<file path="src/shared/ocsd_pkg.sv">
/*
 * Shared constants and types for the output channel source and
 * divider block: register map, field layout, reset values, source
 * and driver encodings, bus responses and the driver state carrier.
 * Assumes a 32-bit AXI4-Lite register bus with 8-bit byte addresses.
 */
package ocsd_pkg;

	// ****************************************************
	// register map
	// ****************************************************
	localparam int ADDR_W = 8;
	localparam int DATA_W = 32;
	localparam logic [ADDR_W-1:0] REG_IDX_DIV4 = 8'h26;
	localparam logic [ADDR_W-1:0] REG_IDX_CTL5 = 8'h27;
	localparam logic [ADDR_W-1:0] REG_IDX_STAT = 8'h28;
	// byte address is four times the register index
	localparam logic [ADDR_W-1:0] ADDR_DIV4 = 8'(REG_IDX_DIV4 * 4);
	localparam logic [ADDR_W-1:0] ADDR_CTL5 = 8'(REG_IDX_CTL5 * 4);
	localparam logic [ADDR_W-1:0] ADDR_STAT = 8'(REG_IDX_STAT * 4);

	// decoded register selector
	localparam logic [1:0] SEL_DIV4 = 2'h0;
	localparam logic [1:0] SEL_CTL5 = 2'h1;
	localparam logic [1:0] SEL_STAT = 2'h2;
	localparam logic [1:0] SEL_NONE = 2'h3;

	// ****************************************************
	// field layout and reset values
	// ****************************************************
	localparam int CTL_SRC_LSB = 6;
	localparam int CTL_DRV_LSB = 4;
	localparam int CTL_OPTA_LSB = 2;
	localparam int CTL_OPTB_LSB = 0;
	localparam int STAT_SRC5_LSB = 6;
	localparam int STAT_SRC4_LSB = 4;
	localparam logic [7:0] DIV4_RESET = 8'h02;
	localparam logic [1:0] SRC5_RESET = 2'h0;
	localparam logic [1:0] DRV5_RESET = 2'h1;
	localparam logic [1:0] OPTA5_RESET = 2'h2;
	localparam logic [1:0] OPTB5_RESET = 2'h0;

	// ****************************************************
	// encodings
	// ****************************************************
	localparam logic [1:0] SRC_PLL = 2'h0;
	localparam logic [1:0] SRC_RSVD = 2'h1;
	localparam logic [1:0] SRC_PRI = 2'h2;
	localparam logic [1:0] SRC_SEC = 2'h3;
	localparam logic [1:0] DRV_OFF = 2'h0;
	localparam logic [1:0] DRV_DIFF = 2'h1;
	localparam logic [1:0] DRV_HCSL = 2'h2;
	localparam logic [1:0] DRV_CMOS = 2'h3;
	// cmos pin option: tristate, low, inverted, normal
	localparam logic [1:0] PIN_TRI = 2'h0;
	localparam logic [1:0] PIN_LOW = 2'h1;
	localparam logic [1:0] PIN_INV = 2'h2;
	localparam logic [1:0] PIN_NORM = 2'h3;
	localparam logic [1:0] RESP_OKAY = 2'h0;
	localparam logic [1:0] RESP_SLVERR = 2'h2;

	// write channel states, one-hot
	typedef enum logic [1:0] {
		WR_TAKE = 2'b01,
		WR_RESP = 2'b10
	} ocsd_wr_e;

	// output driver state of one channel
	typedef struct packed {
		logic oe_p;
		logic out_p;
		logic oe_n;
		logic out_n;
		logic [1:0] tail_code;
		logic [1:0] load_code;
	} ocsd_drv_s;

endpackage

</file>
<file path="src/design/ocsd_divider.sv">
/*
 * Output divider of one channel: divides a sampled source level by
 * the stored value plus one, or passes it through when bypassed.
 * Assumes the source level is synchronous to clk and at most half
 * its rate, so every source edge is seen.
 */
`timescale 1ns/1ps
module ocsd_divider
	import ocsd_pkg::*;
(
	input wire logic clk,
	input wire logic reset,
	input wire logic ce,
	input wire logic src_level,
	input wire logic [7:0] div_value,
	input wire logic bypass,
	output logic clk_out
);

	logic src_q_r;
	logic [7:0] cnt_r;
	logic [7:0] cnt_nxt;
	logic [7:0] ratio_r;
	logic [7:0] ratio_nxt;
	logic [8:0] half;
	logic rise;
	logic wrap;

	// source rising edge and divider cycle boundary
	assign rise = src_level & ~src_q_r;
	assign wrap = (cnt_r >= ratio_r);
	assign cnt_nxt = wrap ? 8'h00 : 8'(cnt_r + 8'h01);
	assign ratio_nxt = wrap ? div_value : ratio_r;
	assign half = 9'(({1'b0, ratio_nxt} + 9'h002) >> 1);

	// ****************************************************
	// counter
	// ****************************************************
	// ratio is value plus one
	// new ratio taken only at wrap, no runt
	always_ff @(posedge clk or posedge reset)
	begin
		if (reset)
		begin
			src_q_r <= 1'b0;
			cnt_r <= 8'h00;
			ratio_r <= DIV4_RESET;
		end
		else if (ce)
		begin
			src_q_r <= src_level;
			if (rise)
			begin
				cnt_r <= cnt_nxt;
				ratio_r <= ratio_nxt;
			end
		end
	end

	// ****************************************************
	// output
	// ****************************************************
	// divider only shapes the clock when not bypassed
	always_ff @(posedge clk or posedge reset)
	begin
		if (reset)
			clk_out <= 1'b0;
		else if (ce)
		begin
			if (bypass || ratio_r == 8'h00)
				clk_out <= src_level;
			else if (rise)
				clk_out <= ({1'b0, cnt_nxt} < half);
		end
	end

	AST_DIV_LOAD: assert property (
		@(posedge clk) disable iff (reset)
		$changed(ratio_r) |-> $past(rise && wrap && ce))
		else $error("divider ratio changed off a cycle boundary");

	AST_DIV_RANGE: assert property (
		@(posedge clk) disable iff (reset)
		(ce && rise && !wrap) |=> cnt_r == $past(cnt_r) + 8'h01)
		else $error("divider count did not advance by one");

endmodule

</file>
<file path="src/design/ocsd_top.sv">
/*
 * Output channel source select and divider for channels 4 and 5,
 * driver control for channel 5, with an AXI4-Lite register slave.
 * Assumes all source levels, the doubler enable, the channel 4
 * source select and the channel 5 divider value are synchronous
 * inputs from logic outside this block.
 */
// Register access over AXI4-Lite was decided locally.
`timescale 1ns/1ps

// How it works
// - the channel 4 divider is an 8-bit value N giving ratio N+1.
// - a divider only acts when its channel takes the PLL source.
// - source code 0 is PLL, 1 reserved, 2 primary, 3 secondary ref.
// - with the doubler on, reference choices carry the doubled clock.
// - driver type 0 off, 1 AC differential, 2 HCSL, 3 CMOS; reset 1.
// - drive option A sits in bits 3 to 2 and resets to 2.
// - option A is tail current in differential or P pin in CMOS.
// - option B in bits 1 to 0 is HCSL load or N pin in CMOS.
module ocsd_top
	import ocsd_pkg::*;
(
	input wire logic clk,
	input wire logic reset,
	input wire logic ce,
	input wire logic pll_clk,
	input wire logic pri_ref,
	input wire logic sec_ref,
	input wire logic pri_ref_x2,
	input wire logic sec_ref_x2,
	input wire logic ref_doubler_en,
	input wire logic [1:0] ch4_source_select,
	input wire logic [7:0] ch5_divider_value,
	output logic ch4_clk_out,
	output ocsd_drv_s ch5_drv,
	input wire logic [ADDR_W-1:0] s_axi_awaddr,
	input wire logic s_axi_awvalid,
	output logic s_axi_awready,
	input wire logic [DATA_W-1:0] s_axi_wdata,
	input wire logic [3:0] s_axi_wstrb,
	input wire logic s_axi_wvalid,
	output logic s_axi_wready,
	output logic [1:0] s_axi_bresp,
	output logic s_axi_bvalid,
	input wire logic s_axi_bready,
	input wire logic [ADDR_W-1:0] s_axi_araddr,
	input wire logic s_axi_arvalid,
	output logic s_axi_arready,
	output logic [DATA_W-1:0] s_axi_rdata,
	output logic [1:0] s_axi_rresp,
	output logic s_axi_rvalid,
	input wire logic s_axi_rready
);

	// register address to selector
	function automatic logic [1:0] reg_decode(input logic [ADDR_W-1:0] a);
		if (a == ADDR_DIV4)
			reg_decode = SEL_DIV4;
		else if (a == ADDR_CTL5)
			reg_decode = SEL_CTL5;
		else if (a == ADDR_STAT)
			reg_decode = SEL_STAT;
		else
			reg_decode = SEL_NONE;
	endfunction

	function automatic logic src_pick(input logic [1:0] s,
		input logic pll, input logic pri, input logic sec,
		input logic pri2, input logic sec2, input logic dbl);
		case (s)
			SRC_PLL: src_pick = pll;
			SRC_PRI: src_pick = dbl ? pri2 : pri;
			SRC_SEC: src_pick = dbl ? sec2 : sec;
			default: src_pick = 1'b0;
		endcase
	endfunction

	logic [7:0] ch4_div_r;
	logic [1:0] ch5_src_r;
	logic [1:0] ch5_drv_sel_r;
	logic [1:0] ch5_opt_a_r;
	logic [1:0] ch5_opt_b_r;
	ocsd_wr_e wr_state_r;
	logic aw_held_r;
	logic w_held_r;
	logic [ADDR_W-1:0] awaddr_r;
	logic [7:0] wdata_r;
	logic wstrb0_r;
	logic wr_commit;
	logic [1:0] wr_sel;
	logic [1:0] rd_sel;
	logic [7:0] rd_byte;
	logic [1:0] sel_req [2];
	logic [1:0] sel_eff_r [2];
	logic [7:0] div_val [2];
	logic src_lvl [2];
	logic ch_clk [2];
	logic [7:0] ctl5_word;
	logic [7:0] stat_word;

	assign ctl5_word = {ch5_src_r, ch5_drv_sel_r, ch5_opt_a_r, ch5_opt_b_r};
	assign stat_word = {sel_eff_r[1], sel_eff_r[0], 2'h0,
		ch_clk[1], ch_clk[0]};

	// ****************************************************
	// AXI4-Lite write channel
	// ****************************************************
	// address and data are held apart so either may come first
	assign s_axi_awready = (wr_state_r == WR_TAKE) && !aw_held_r;
	assign s_axi_wready = (wr_state_r == WR_TAKE) && !w_held_r;
	assign s_axi_bvalid = (wr_state_r == WR_RESP);
	assign wr_commit = (wr_state_r == WR_TAKE) && aw_held_r && w_held_r;
	assign wr_sel = reg_decode(awaddr_r);

	always_ff @(posedge clk or posedge reset)
	begin
		if (reset)
		begin
			wr_state_r <= WR_TAKE;
			aw_held_r <= 1'b0;
			w_held_r <= 1'b0;
			awaddr_r <= 8'h00;
			wdata_r <= 8'h00;
			wstrb0_r <= 1'b0;
			s_axi_bresp <= RESP_OKAY;
		end
		else if (ce)
		begin
			if (s_axi_awvalid && s_axi_awready)
			begin
				aw_held_r <= 1'b1;
				awaddr_r <= s_axi_awaddr;
			end
			if (s_axi_wvalid && s_axi_wready)
			begin
				w_held_r <= 1'b1;
				wdata_r <= s_axi_wdata[7:0];
				wstrb0_r <= s_axi_wstrb[0];
			end
			case (wr_state_r)
				WR_TAKE:
					if (wr_commit)
					begin
						wr_state_r <= WR_RESP;
						s_axi_bresp <= (wr_sel == SEL_NONE) ?
							RESP_SLVERR : RESP_OKAY;
					end
				WR_RESP:
					if (s_axi_bready)
					begin
						wr_state_r <= WR_TAKE;
						aw_held_r <= 1'b0;
						w_held_r <= 1'b0;
					end
				default: wr_state_r <= WR_TAKE;
			endcase
		end
	end

	// ****************************************************
	// configuration registers
	// ****************************************************
	// driver type resets to differential
	// option A field resets to 2
	// option B field resets to 0
	always_ff @(posedge clk or posedge reset)
	begin
		if (reset)
		begin
			ch4_div_r <= DIV4_RESET;
			ch5_src_r <= SRC5_RESET;
			ch5_drv_sel_r <= DRV5_RESET;
			ch5_opt_a_r <= OPTA5_RESET;
			ch5_opt_b_r <= OPTB5_RESET;
		end
		else if (ce && wr_commit && wstrb0_r)
		begin
			if (wr_sel == SEL_DIV4)
				ch4_div_r <= wdata_r;
			else if (wr_sel == SEL_CTL5)
			begin
				ch5_src_r <= wdata_r[CTL_SRC_LSB +: 2];
				ch5_drv_sel_r <= wdata_r[CTL_DRV_LSB +: 2];
				ch5_opt_a_r <= wdata_r[CTL_OPTA_LSB +: 2];
				ch5_opt_b_r <= wdata_r[CTL_OPTB_LSB +: 2];
			end
		end
	end

	// ****************************************************
	// AXI4-Lite read channel
	// ****************************************************
	assign s_axi_arready = !s_axi_rvalid;
	assign rd_sel = reg_decode(s_axi_araddr);
	assign rd_byte = (rd_sel == SEL_DIV4) ? ch4_div_r :
		(rd_sel == SEL_CTL5) ? ctl5_word :
		(rd_sel == SEL_STAT) ? stat_word : 8'h00;

	always_ff @(posedge clk or posedge reset)
	begin
		if (reset)
		begin
			s_axi_rvalid <= 1'b0;
			s_axi_rdata <= 32'h00000000;
			s_axi_rresp <= RESP_OKAY;
		end
		else if (ce)
		begin
			if (s_axi_arvalid && s_axi_arready)
			begin
				s_axi_rvalid <= 1'b1;
				s_axi_rdata <= {24'h000000, rd_byte};
				s_axi_rresp <= (rd_sel == SEL_NONE) ?
					RESP_SLVERR : RESP_OKAY;
			end
			else if (s_axi_rready)
				s_axi_rvalid <= 1'b0;
		end
	end

	// ****************************************************
	// clock paths
	// ****************************************************
	assign sel_req[0] = ch4_source_select;
	assign sel_req[1] = ch5_src_r;
	assign div_val[0] = ch4_div_r;
	assign div_val[1] = ch5_divider_value;

	for (genvar i = 0; i < 2; i++)
	begin : g_path
		assign src_lvl[i] = src_pick(sel_eff_r[i], pll_clk, pri_ref,
			sec_ref, pri_ref_x2, sec_ref_x2, ref_doubler_en);

		// switch source only while output is low
		// a source stuck high holds off the switch; accepted trade
		always_ff @(posedge clk or posedge reset)
		begin
			if (reset)
				sel_eff_r[i] <= SRC_PLL;
			else if (ce && !ch_clk[i])
				sel_eff_r[i] <= sel_req[i];
		end

		ocsd_divider ocsd_divider_inst (
			.clk(clk),
			.reset(reset),
			.ce(ce),
			.src_level(src_lvl[i]),
			.div_value(div_val[i]),
			.bypass(sel_eff_r[i] != SRC_PLL),
			.clk_out(ch_clk[i])
		);
	end

	assign ch4_clk_out = ch_clk[0];

	// ****************************************************
	// channel 5 driver
	// ****************************************************
	// driver type decode
	// option A as tail current or P pin
	// option B as HCSL load or N pin
	always_ff @(posedge clk or posedge reset)
	begin
		if (reset)
			ch5_drv <= '0;
		else if (ce)
		begin
			ch5_drv.tail_code <= ch5_opt_a_r;
			ch5_drv.load_code <= ch5_opt_b_r;
			ch5_drv.out_p <= ch_clk[1];
			ch5_drv.out_n <= ~ch_clk[1];
			case (ch5_drv_sel_r)
				DRV_OFF:
				begin
					ch5_drv.oe_p <= 1'b0;
					ch5_drv.oe_n <= 1'b0;
				end
				DRV_DIFF:
				begin
					ch5_drv.oe_p <= 1'b1;
					ch5_drv.oe_n <= 1'b1;
				end
				DRV_HCSL:
				begin
					ch5_drv.oe_p <= (ch5_opt_b_r != PIN_TRI);
					ch5_drv.oe_n <= (ch5_opt_b_r != PIN_TRI);
				end
				default:
				begin
					ch5_drv.oe_p <= (ch5_opt_a_r != PIN_TRI);
					ch5_drv.oe_n <= (ch5_opt_b_r != PIN_TRI);
					ch5_drv.out_p <= (ch5_opt_a_r == PIN_NORM) ? ch_clk[1] :
						(ch5_opt_a_r == PIN_INV) ? ~ch_clk[1] : 1'b0;
					ch5_drv.out_n <= (ch5_opt_b_r == PIN_NORM) ? ch_clk[1] :
						(ch5_opt_b_r == PIN_INV) ? ~ch_clk[1] : 1'b0;
				end
			endcase
		end
	end

	AST_DIV_WRITE: assert property (
		@(posedge clk) disable iff (reset)
		(ce && wr_commit && wstrb0_r && wr_sel == SEL_DIV4)
		|=> ch4_div_r == $past(wdata_r) && s_axi_bvalid)
		else $error("divider write not stored");

	AST_BYPASS: assert property (
		@(posedge clk) disable iff (reset)
		(ce && sel_eff_r[1] != SRC_PLL) |=> ch_clk[1] == $past(src_lvl[1]))
		else $error("reference path not bypassing divider");

	AST_REF_DBL: assert property (
		@(posedge clk) disable iff (reset)
		(ce && sel_eff_r[1] == SRC_PRI && ref_doubler_en)
		|=> ch_clk[1] == $past(pri_ref_x2))
		else $error("doubled reference not delivered");

	AST_RSVD_LOW: assert property (
		@(posedge clk) disable iff (reset)
		(ce && sel_eff_r[1] == SRC_RSVD) [*2] |-> !ch_clk[1])
		else $error("reserved source not held low");

	AST_DRV_OFF: assert property (
		@(posedge clk) disable iff (reset)
		(ce && ch5_drv_sel_r == DRV_OFF) |=> !ch5_drv.oe_p && !ch5_drv.oe_n)
		else $error("disabled driver still enabled");

	AST_TAIL: assert property (
		@(posedge clk) disable iff (reset)
		(ce && ch5_drv_sel_r == DRV_DIFF)
		|=> ch5_drv.tail_code == $past(ch5_opt_a_r) && ch5_drv.oe_p)
		else $error("tail current code mismatch");

	AST_CMOS_LOW: assert property (
		@(posedge clk) disable iff (reset)
		(ce && ch5_drv_sel_r == DRV_CMOS && ch5_opt_a_r == PIN_LOW)
		|=> ch5_drv.oe_p && !ch5_drv.out_p)
		else $error("cmos P pin not driven low");

	AST_HCSL_TRI: assert property (
		@(posedge clk) disable iff (reset)
		(ce && ch5_drv_sel_r == DRV_HCSL && ch5_opt_b_r == PIN_TRI)
		|=> !ch5_drv.oe_p && !ch5_drv.oe_n)
		else $error("hcsl tristate load still driving");

	AST_SRC_SWITCH: assert property (
		@(posedge clk) disable iff (reset)
		$changed(sel_eff_r[1]) |-> $past(!ch_clk[1]))
		else $error("source switched while output high");

endmodule

</file>
<file path="config.mk">
export PLATFORM = sky130hd
export DESIGN_NAME = ocsd_top
export DESIGN_NICKNAME = d
export VERILOG_FILES = /design/src/shared/ocsd_pkg.sv /design/src/design/ocsd_divider.sv /design/src/design/ocsd_top.sv
export SDC_FILE = /design/constraint.sdc
export NUM_CORES = 1
export LEC_CHECK = 0
export ABC_AREA = 1
export BUFFER_PORTS_ARGS = -buffer_cell sky130_fd_sc_hd__clkbuf_2
export CORE_MARGIN = 1.5
export CORE_UTILIZATION = 45
export CTS_BUF_LIST = sky130_fd_sc_hd__clkbuf_4 sky130_fd_sc_hd__clkbuf_8 sky130_fd_sc_hd__clkbuf_16
export DETAILED_ROUTE_END_ITERATION = 8
export GPL_TIMING_DRIVEN = 0
export PLACE_DENSITY = 0.68
export SYNTH_ARGS = -nofsm -noshare
export SYNTH_HDL_FRONTEND = slang
export SYNTH_SLANG_ARGS = --single-unit
export TNS_END_PERCENT = 5
</file>
<file path="constraint.sdc">
create_clock -name clk -period 4.3 [get_ports clk]
set_input_delay 0.645 -clock clk [delete_from_list [all_inputs] [get_ports clk]]
set_output_delay 0.645 -clock clk [all_outputs]
set_load 0.02 [all_outputs]
</file>
-- Word-level counts from Yosys, hierarchy flattened
Cells that the tools add are included.
W data, S select, Z words.
- flip-flop bits (word level): 98
- output and inout port bits: 50
- add/subtract/negate cells: 4
- $lt $le $gt $ge: 4
- equal/unequal tests: 25
- muxes and demuxes: 42
- bitwise logic cells: 6
- reduce and logical (&&, ||, !) cells: 45
- operators with widths (operator ; number):
    $mux W8 ; 7
    $eq A8 B8 Y1 const B ; 6
    $eq A2 B2 Y1 const B ; 13
    $mux W1 ; 22
    $add A8 B2 Y9 const B ; 2
    $reduce_and A2 Y1 ; 9
    $add A8 B1 Y8 const B ; 2
    $ge A8 B8 Y1 ; 2
    $logic_not A8 Y1 ; 2
    $lt A8 B8 Y1 ; 2
    $mux W2 ; 8
    $reduce_bool A2 Y1 ; 7
    $logic_and A1 B1 Y1 ; 11
    $logic_not A2 Y1 ; 5
    $pmux W1 S3 ; 3
    $reduce_and A3 Y1 ; 3
    $eq A2 B1 Y1 const B ; 4
    $logic_not A1 Y1 ; 5
    $not A1 Y1 ; 4
    $pmux W2 S2 ; 1
    $reduce_or A3 Y1 ; 1
    $and A1 B1 Y1 ; 2
    $logic_or A1 B1 Y1 ; 2
    $ne A2 B1 Y1 const B ; 1
    2 further kinds ; 2

-- Logic depth before layout (Yosys ltp)
Gate-level depths: netlist of run 1.
- depth after elaboration: 8
- gate-level depth with buffers: 23

-- Cells and area by module
Synthesis of run 1 repeated with hierarchy kept, for this count alone.
- cell total of the unflattened synthesis: 809
- area, all modules: 6055.8 um2
- modules (own cells, without submodules) (module ; instances ; cells an instance ; area an instance (um2) ; sequential area each (um2)):
    ocsd_top ; 1 ; 413 ; 3135.5 ; 1506.4
    ocsd_divider ; 2 ; 198 ; 1460.2 ; 451.7

-- Least setup slack after synthesis of run 1
Ideal clock, no wire load.
- kind: reg-to-reg
- start: register g_path[1].ocsd_divider_inst.ratio_r[1]
- end: register g_path[1].ocsd_divider_inst.clk_out
- data arrival time: 2.874 ns
- data required time: 4.223 ns
- slack: 1.348 ns
- stages on the path, launching flop included: 21
- buffers on the path: 1
- period minus slack after synthesis: 2.952 ns
- cells stage by stage: dfstp_2 > inv_1 > ha_1 > nand2_1 > nand3_1 > nand2_1 > nand2_1 > nand2_2 > nand2_4 > buf_6 > o21ai_2 > inv_1 > ha_1 > nand4_1 > xor2_1 > ha_1 > nand2_1 > nor2_1 > a2111oi_0 > nand2_1 > a21oi_1
- word-level cells in the longest chain between the ends: 6
- elaborated cells on any way between the ends: 11
- classes of those cells: add/sub (1); order compare (2); mux (4); reduce/logical (4)
- ends and longest elaborated chain (item ; RTL line ; text):
    start: declaration ; ocsd_divider.sv:23 ; logic [7:0] ratio_r;
    start signal: assignment ; ocsd_divider.sv:55 ; ratio_r <= ratio_nxt;
    $ge A8 B8 Y1 ; ocsd_divider.sv:31 ; assign wrap = (cnt_r >= ratio_r);
    $mux W8 ; ocsd_divider.sv:33 ; assign ratio_nxt = wrap ? div_value : ratio_r;
    via g_path[1].ocsd_divider_inst.ratio_nxt[2] ; ocsd_divider.sv:24 ; logic [7:0] ratio_nxt;
    $add A8 B2 Y9 ; ocsd_divider.sv:34 ; assign half = 9'(({1'b0, ratio_nxt} + 9'h002) >> 1);
    $lt A8 B8 Y1 ; ocsd_divider.sv:73 ; clk_out <= ({1'b0, cnt_nxt} < half);
    $mux W1 ; ocsd_divider.sv:72 ; else if (rise)
    $mux W1 ; ocsd_divider.sv:70 ; if (bypass || ratio_r == 8'h00)
    end signal: assignment ; ocsd_divider.sv:71 ; clk_out <= src_level;
    end signal: assignment ; ocsd_divider.sv:73 ;
    end: declaration ; ocsd_divider.sv:17 ; output logic clk_out
The timed path passes the listed nets, and every way through them passes these cells. The select of a mux whose other input is x is not followed.
A chain may end at the register's enable or synchronous reset.

-- Worst setup path in the final report of run 1
Same ends and word-level chain as after synthesis.

==> results of run 1 <==
[critical path, delay by kind of cell, from the launching register on]
kind                     cells  cell delay [ns]
flip-flops                   1             0.54
adder cells (fa/ha/maj)      3             0.79
AND/OR/NAND/NOR             10             0.77
buffers and inverters        3             0.30
XOR/XNOR                     1             0.16
AO/OA/AOI/OAI                3             0.64
[flip-flops by register name, indices dropped and copies added (netlist names), 4 cells and up]
register and cells:
ch4_div_r 8, g_path.ocsd_divider_inst.ratio_r 16, sel_eff_r 4, g_path.ocsd_divider_inst.cnt_r 16, ch5_drv 8, awaddr_r 8
s_axi_rdata 8, wdata_r 8
[cells in the mapped netlist (all sizes together) (4+ instances only)]
cell type	instances
ha	34
dfrtp	90
dfstp	6
nor2	56
a221oi	5
nand4	7
o22ai	7
buf	37
xor2	8
o21ai	90
nand2	202
a21oi	22
inv	110
nor3	9
xnor2	4
nand3	22
[where the power goes]
part / internal, mW / switching (mW)
Combinational: 0.780 / 1.37
Sequential: 1.18 / 0.198
Clock: 0.408 / 0.372
Total: 2.37 / 1.94
[worst paths after layout]
path	to	slack, ns	cells after the start
setup / recovery	g_path[1].ocsd_divider_inst.clk_out	1.03	20
hold / removal	g_path[1].ocsd_divider_inst.ratio_r[3]	0.26	2
hold reg to reg	awaddr_r[6]	0.48	2
min in group clk	awaddr_r[6]	0.48	2
max in group asynchronous	ch5_opt_a_r[1]	3.33	3
setup reg to reg	g_path[1].ocsd_divider_inst.clk_out	1.03	20
[routing by layer]
layer / up-vias / track usage [%] / wire [um]
met1: 2236 / 27.9 / 5850
met5: - / 0 / 0
met4: 0 / 5.85 / 148
met2: 116 / 34.3 / 6180
li1: 2536 / - / -
met3: 11 / 3.45 / 584
[cells by family after synthesis]
kind of cell,share of synthesized area (%)
other,0.0655
xor gates and xnor gates,1.83
buffers and inverters,12.3
AOI/OAI and AO/OA,13.6
muxes,0.197
and+or+nand+nor,22.5
DFF,42.1
adders and majority gates,7.43
[per-stage QoR]
| stage | setup slack, ns | instances | hold WS [ns] | utilization, % | TNS, ns |
|---|---|---|---|---|---|
| detailed placement | 1.07 | 1004 | 0.466 | 51.4 | 0 |
| CTS | 1.03 | 1020 | 0.274 | 53.6 | 0 |
| global route | 0.767 | 1020 | 0.282 | 53.6 | 0 |
| global placement | -0.0285 | 1003 | 0.465 | 51.1 | -2.11 |
| floorplan | 1.16 | 759 | 0.450 | - | 0 |
| finish | 1.03 | 1020 | 0.260 | 53.6 | 0 |
[cell type report]
class | instances | area [sq um] | area share [%]
clock inverter | 6 | 51.3 | 0.764
clock buffer | 10 | 233 | 3.47
sequential | 96 | 2410 | 35.9
multi-input combinational | 512 | 2710 | 40.3
inverter | 111 | 422 | 6.28
tap | 172 | 215 | 3.21
timing repair buffer | 73 | 388 | 5.78
buffer | 40 | 288 | 4.29
[placed cells by master (no fill, tap or decap), drive strengths merged, types with 2 or more instances in the layout]
| cell | netlist | routed |
|---|---|---|
| o22ai | 7 | 7 |
| buf | 37 | 38 |
| a221oi | 5 | 5 |
| clkinv | 1 | 3 |
| nand2 | 202 | 202 |
| nor3 | 9 | 9 |
| nand3 | 22 | 22 |
| conb | 1 | 26 |
| clkbuf | 3 | 85 |
| or2 | 2 | 2 |
| xnor2 | 4 | 4 |
| o41ai | 3 | 3 |
| xor2 | 8 | 8 |
| a21oi | 22 | 22 |
| nor2 | 56 | 56 |
| o21ai | 90 | 90 |
| ha | 34 | 34 |
| nand4 | 7 | 7 |
| inv | 110 | 113 |
| dfrtp | 90 | 90 |
| a22oi | 2 | 2 |
| dfstp | 6 | 6 |
| nor4 | 3 | 3 |
==> out/metrics.cfg, run 1 <==
[worst_setup_path]
path_cells=inv_1 > ha_1 > nand2_1 > nand3_1 > nand2_1 > nand2_1 > nand2_2 > nand2_4 > buf_6 > o21ai_2 > inv_1 > ha_1 > nand4_1 > xor2_1 > ha_1 > nand2_1 > nor2_1 > a2111oi_0 > nand2_1 > a21oi_1
criticalPathCategory=register to register
cp-startpoint=g_path[1].ocsd_divider_inst.ratio_r[1]
reg2reg_from=g_path[1].ocsd_divider_inst.ratio_r[1]
critPathMaxStageDelay_ns=0.54
cp_max_fo=10
end_kind=register
worstSetupStartpointType=register
required_ns=4.57
slowest_stage=dfstp_2
crit_path_frequent_cell=nand2_1
arrival_ns=3.54

[global_routing]
grt_pass1_vias=4549
grtUsageTotal_pct=20.6
grt.overflow.total=0
antenna_found_initial=0
grt_max_degree=73
grt_pass1_wl_mm=21.6

[floorplan]
ios=126
die_h_um=116
die_x_um=116
core_area_sq_um=12500
design.die.area_sq_um=13400
start_util_pct=45.8
num_rows=41

[routing]
drt-total-wl_mm=12.8
vias=4899
drt_iter0_drc=212
routedWlPerCell_um=12.5
ant_nets=0
drt_pass1_iterations=5
via_per_inst=4.80
drc=0

[logic_synthesis]
synth_area_sq_um=5730
synth_cells=734
ys_top_cells_by_area=dfrtp_1, nand2_1, ha_1
synth_edf_count=0
avgSynthCellArea_sq_um=7.81
ys_ff_latch=96
ys_seq_area_share_pct=42.1
yosysTopAreaCell=dfrtp_1
synth.yosys.warnings=0
synthFlopType=dfrtp_1
netlist.area_leader.share_pct=39.3
synth_cell_types=48
async_reset_ff_share_pct=100

[clocking]
holdBufCountCts=0
clk_pin_slew_ns=0.07
cts_tree=done
ctsResizeCount=0
root_buffer=clkbuf_16
cts_setup_buffers=0
numCtsBuffers=9
clkLatencyLatePin_ns=0.35
htreeDepth=3
clockBufferDepth=2
clock-sinks=96

[sta]
maxSlewHeadroom_pct=58.2
finalClockSkew_ns=0.0105
fin_crit_sh_pct=75.9
slew_violations=0
finalSetupViolations=0
rsz0062_at_grt=false
fmaxAchievable_mhz=306
final_hold_viol_count=0
worstMarginPinSlew_ns=0.618
post-route-min-period_ns=3.27

[place]
dp_hpwl_mm=9.89
port_buffers=72
placed_area_sq_um=6430
routabilityCongestion=0.823

[power_and_ir_drop]
p_per_area_nw_per_um2=641
peakVddDrop_mv=0.363
power_mw=4.30
p_leak_nw=3.53

[final_layout]
drive_gt1_share_pct=20.2
n_antenna_cell=0
design_area_sq_um=6710
final_nets=953
fillers=1254
syn_to_final_growth_pct=17.2

[status]
status=completed

[job]
maxCapViolCount=0

[min_path]
hold_path.class=input port to asynchronous set/reset pin

(Power assumes the default switching activity.)
==> run 2: changes to the inputs <==
--- a/config.mk
+++ b/config.mk
@@ -12,7 +12,7 @@
 export CTS_BUF_LIST = sky130_fd_sc_hd__clkbuf_4 sky130_fd_sc_hd__clkbuf_8 sky130_fd_sc_hd__clkbuf_16
 export DETAILED_ROUTE_END_ITERATION = 8
 export GPL_TIMING_DRIVEN = 0
-export PLACE_DENSITY = 0.68
+export PLACE_DENSITY = 0.71
 export SYNTH_ARGS = -nofsm -noshare
 export SYNTH_HDL_FRONTEND = slang
 export SYNTH_SLANG_ARGS = --single-unit
==> constraint.sdc (replaced) <==
create_clock -name clk -period 2.95 [get_ports clk]
set_input_delay 0.4425 -clock clk [delete_from_list [all_inputs] [get_ports clk]]
set_output_delay 0.4425 -clock clk [all_outputs]
set_load 0.02 [all_outputs]
==> run 2 against run 1 <==
Against the previous run: the flow now finishes with violations (negative setup slack); utilization increased by 2.8 points; non-clock buffer count increased by 20; clock-buffer cell count unchanged; sequential power increased by 46%; sequential share of layout area decreased by 1.8 points; cell area increased by 5.3%; power increased by 58%; highest routed layer unchanged.
==> out/metrics.cfg, run 2 (synthesis gave the netlist of run 1 again) <==
[clocking]
numCtsBuffers=9
cts_tree=done
holdBufCountCts=0
root_buffer=clkbuf_16
clkLatencyLatePin_ns=0.35
htreeDepth=3
clock-sinks=96
clockBufferDepth=2
clk_pin_slew_ns=0.07

[global_routing]
grt.overflow.total=0
grt_max_degree=65
grt_pass1_wl_mm=22.1
grtUsageTotal_pct=20.9
antenna_found_initial=0
grt_pass1_vias=4738

[power_and_ir_drop]
p_seq_share_pct=29.6
netSwitchingFraction_pct=43.6
comb_power_share_pct=51.4
intPower_mw=3.83
peakVddDrop_mv=0.474
power.net_switching_mw=2.96
power_frac_clock_pct=18.9
p_leak_nw=3.67
p_per_area_nw_per_um2=961

[worst_setup_path]
r2r-end=g_path[1].ocsd_divider_inst.clk_out
path_cells=inv_2 > ha_4 > nand2_2 > nand3_2 > nand2_2 > nand2_2 > nand2_2 > nand2_4 > buf_8 > o21ai_4 > inv_1 > ha_2 > nand4_1 > xor2_1 > ha_1 > nand2_2 > nor2_2 > a2111oi_2 > nand2_1 > a21oi_1
reg2regPathDepth=20
required_ns=3.22
worstSetupStartpointType=register
reg2reg_from=g_path[1].ocsd_divider_inst.ratio_r[1]
cp_max_fo=4
crit_buf_inv=3
critPathMaxStageDelay_ns=0.54
criticalPathCategory=register to register
slowest_stage=dfstp_2
crit_path_frequent_cell=nand2_2
cp-startpoint=g_path[1].ocsd_divider_inst.ratio_r[1]
worst-path-stages=20
end_kind=register
path_delay_family=simple AND/OR/NAND/NOR gates
arrival_ns=3.43
regToRegSetupSlack_ns=-0.21

[final_layout]
design_area_sq_um=7070
final_nets=973
final_cell_mix=nand2_1, inv_1, dfrtp_1
n_antenna_cell=0
final_util_pct=56.5
fillers=1173
drive_gt1_share_pct=24.7
final-instance-count-excl-fill=1040
layout_commonest_cell=nand2_1
top_regs=g_path.ocsd_divider_inst.cnt_r x16, g_path.ocsd_divider_inst.ratio_r x16
syn_to_final_growth_pct=23.3

[sta]
worstMarginPinSlew_ns=0.588
fin_crit_sh_pct=107
rsz0062_at_grt=true
post-route-min-period_ns=3.16
fin_ws_ns=-0.210
fmaxAchievable_mhz=317
finalSetupTns_ns=-0.271
maxSlewHeadroom_pct=60.3
finalSetupViolations=2
final_hold_viol_count=0
slew_violations=0
finalClockSkew_ns=0.00960

[floorplan]
ios=126
num_rows=41
design.die.area_sq_um=13400
die_h_um=116
start_util_pct=45.8
core_area_sq_um=12500
die_x_um=116

[routing]
drt_iter0_drc=323
routedWlPerCell_um=12.8
drc=0
ant_nets=0
drt-total-wl_mm=13.4
vias=5011
drt_pass1_iterations=5
via_per_inst=4.82

[place]
port_buffers=72
routabilityCongestion=0.858
placed_area_sq_um=6430
dp_hpwl_mm=9.68
dp.cells=1004

[status]
status=finished, violations left
violations=negative setup slack

[min_path]
hold_path.class=input port to asynchronous set/reset pin

[job]
maxCapViolCount=0

[run 2: metal layers]
layer  wire, um  part of all wire (%)  GRT usage [%]
met5          0                     0              0
met4        237                   1.8           8.05
met3        573                   4.3           3.14
met2       6540                    49           34.2
met1       6010                    45           28.2
[run 2: worst max path at each step]
stage	end
2_1_floorplan	aw_held_r
3_3_place_gp	s_axi_rdata[4]
3_5_place_dp	g_path[0].ocsd_divider_inst.clk_out
4_1_cts	g_path[1].ocsd_divider_inst.clk_out
5_1_grt	g_path[1].ocsd_divider_inst.clk_out
6_report	g_path[1].ocsd_divider_inst.clk_out
[run 2: through the flow]
stage | power (mW) | setup slack (ns) | hold WS (ns)
5_1_grt | 7.47 | -0.420 | 0.131
3_3_place_gp | 5.08 | -1.13 | 0.465
3_5_place_dp | 5.14 | -0.278 | 0.470
4_1_cts | 6.74 | -0.118 | 0.108
6_report | 6.79 | -0.210 | 0.0953
2_1_floorplan | 4.44 | 0.00540 | 0.450
[run 2: final cells by class]
type	instances	area [sq um]	area share [%]
flip-flops and latches	96	2410	34.1
clock buffers	10	239	3.38
clock inverters	6	91.3	1.29
repair buffers	93	554	7.84
well taps	172	215	3.05
inverters	111	427	6.04
plain buffers	40	295	4.18
multi-input cells	512	2840	40.1
[run 2: timing repair]
action | 4_1_cts | 5_1_grt
cloned | 0 | 0
setup endpoints to repair | 2 | 2
pin swaps | 16 | 17
buffers inserted | 18 | 2
gates resized for setup | 27 | 13
[run 2: worst reg2reg max path, delay by kind of cell, from the launching register on]
| family | cells | cell delay, ns |
|---|---|---|
| AOI/OAI and AO/OA | 3 | 0.60 |
| buffers and inverters | 3 | 0.27 |
| and+or+nand+nor | 10 | 0.79 |
| xor gates and xnor gates | 1 | 0.18 |
| adders and majority gates | 3 | 0.71 |
| DFF | 1 | 0.54 |
[run 2: power by group through the flow]
stage | Sequential (mW) | Clock, mW | Combinational (mW)
after global placement | 2.02 | 0 | 3.06
after CTS | 2.01 | 1.32 | 3.41
after global routing | 2.06 | 1.37 | 4.04
after floorplan | 2.00 | 0 | 2.44
after detailed placement | 2.03 | 0 | 3.11
final | 2.01 | 1.29 | 3.49
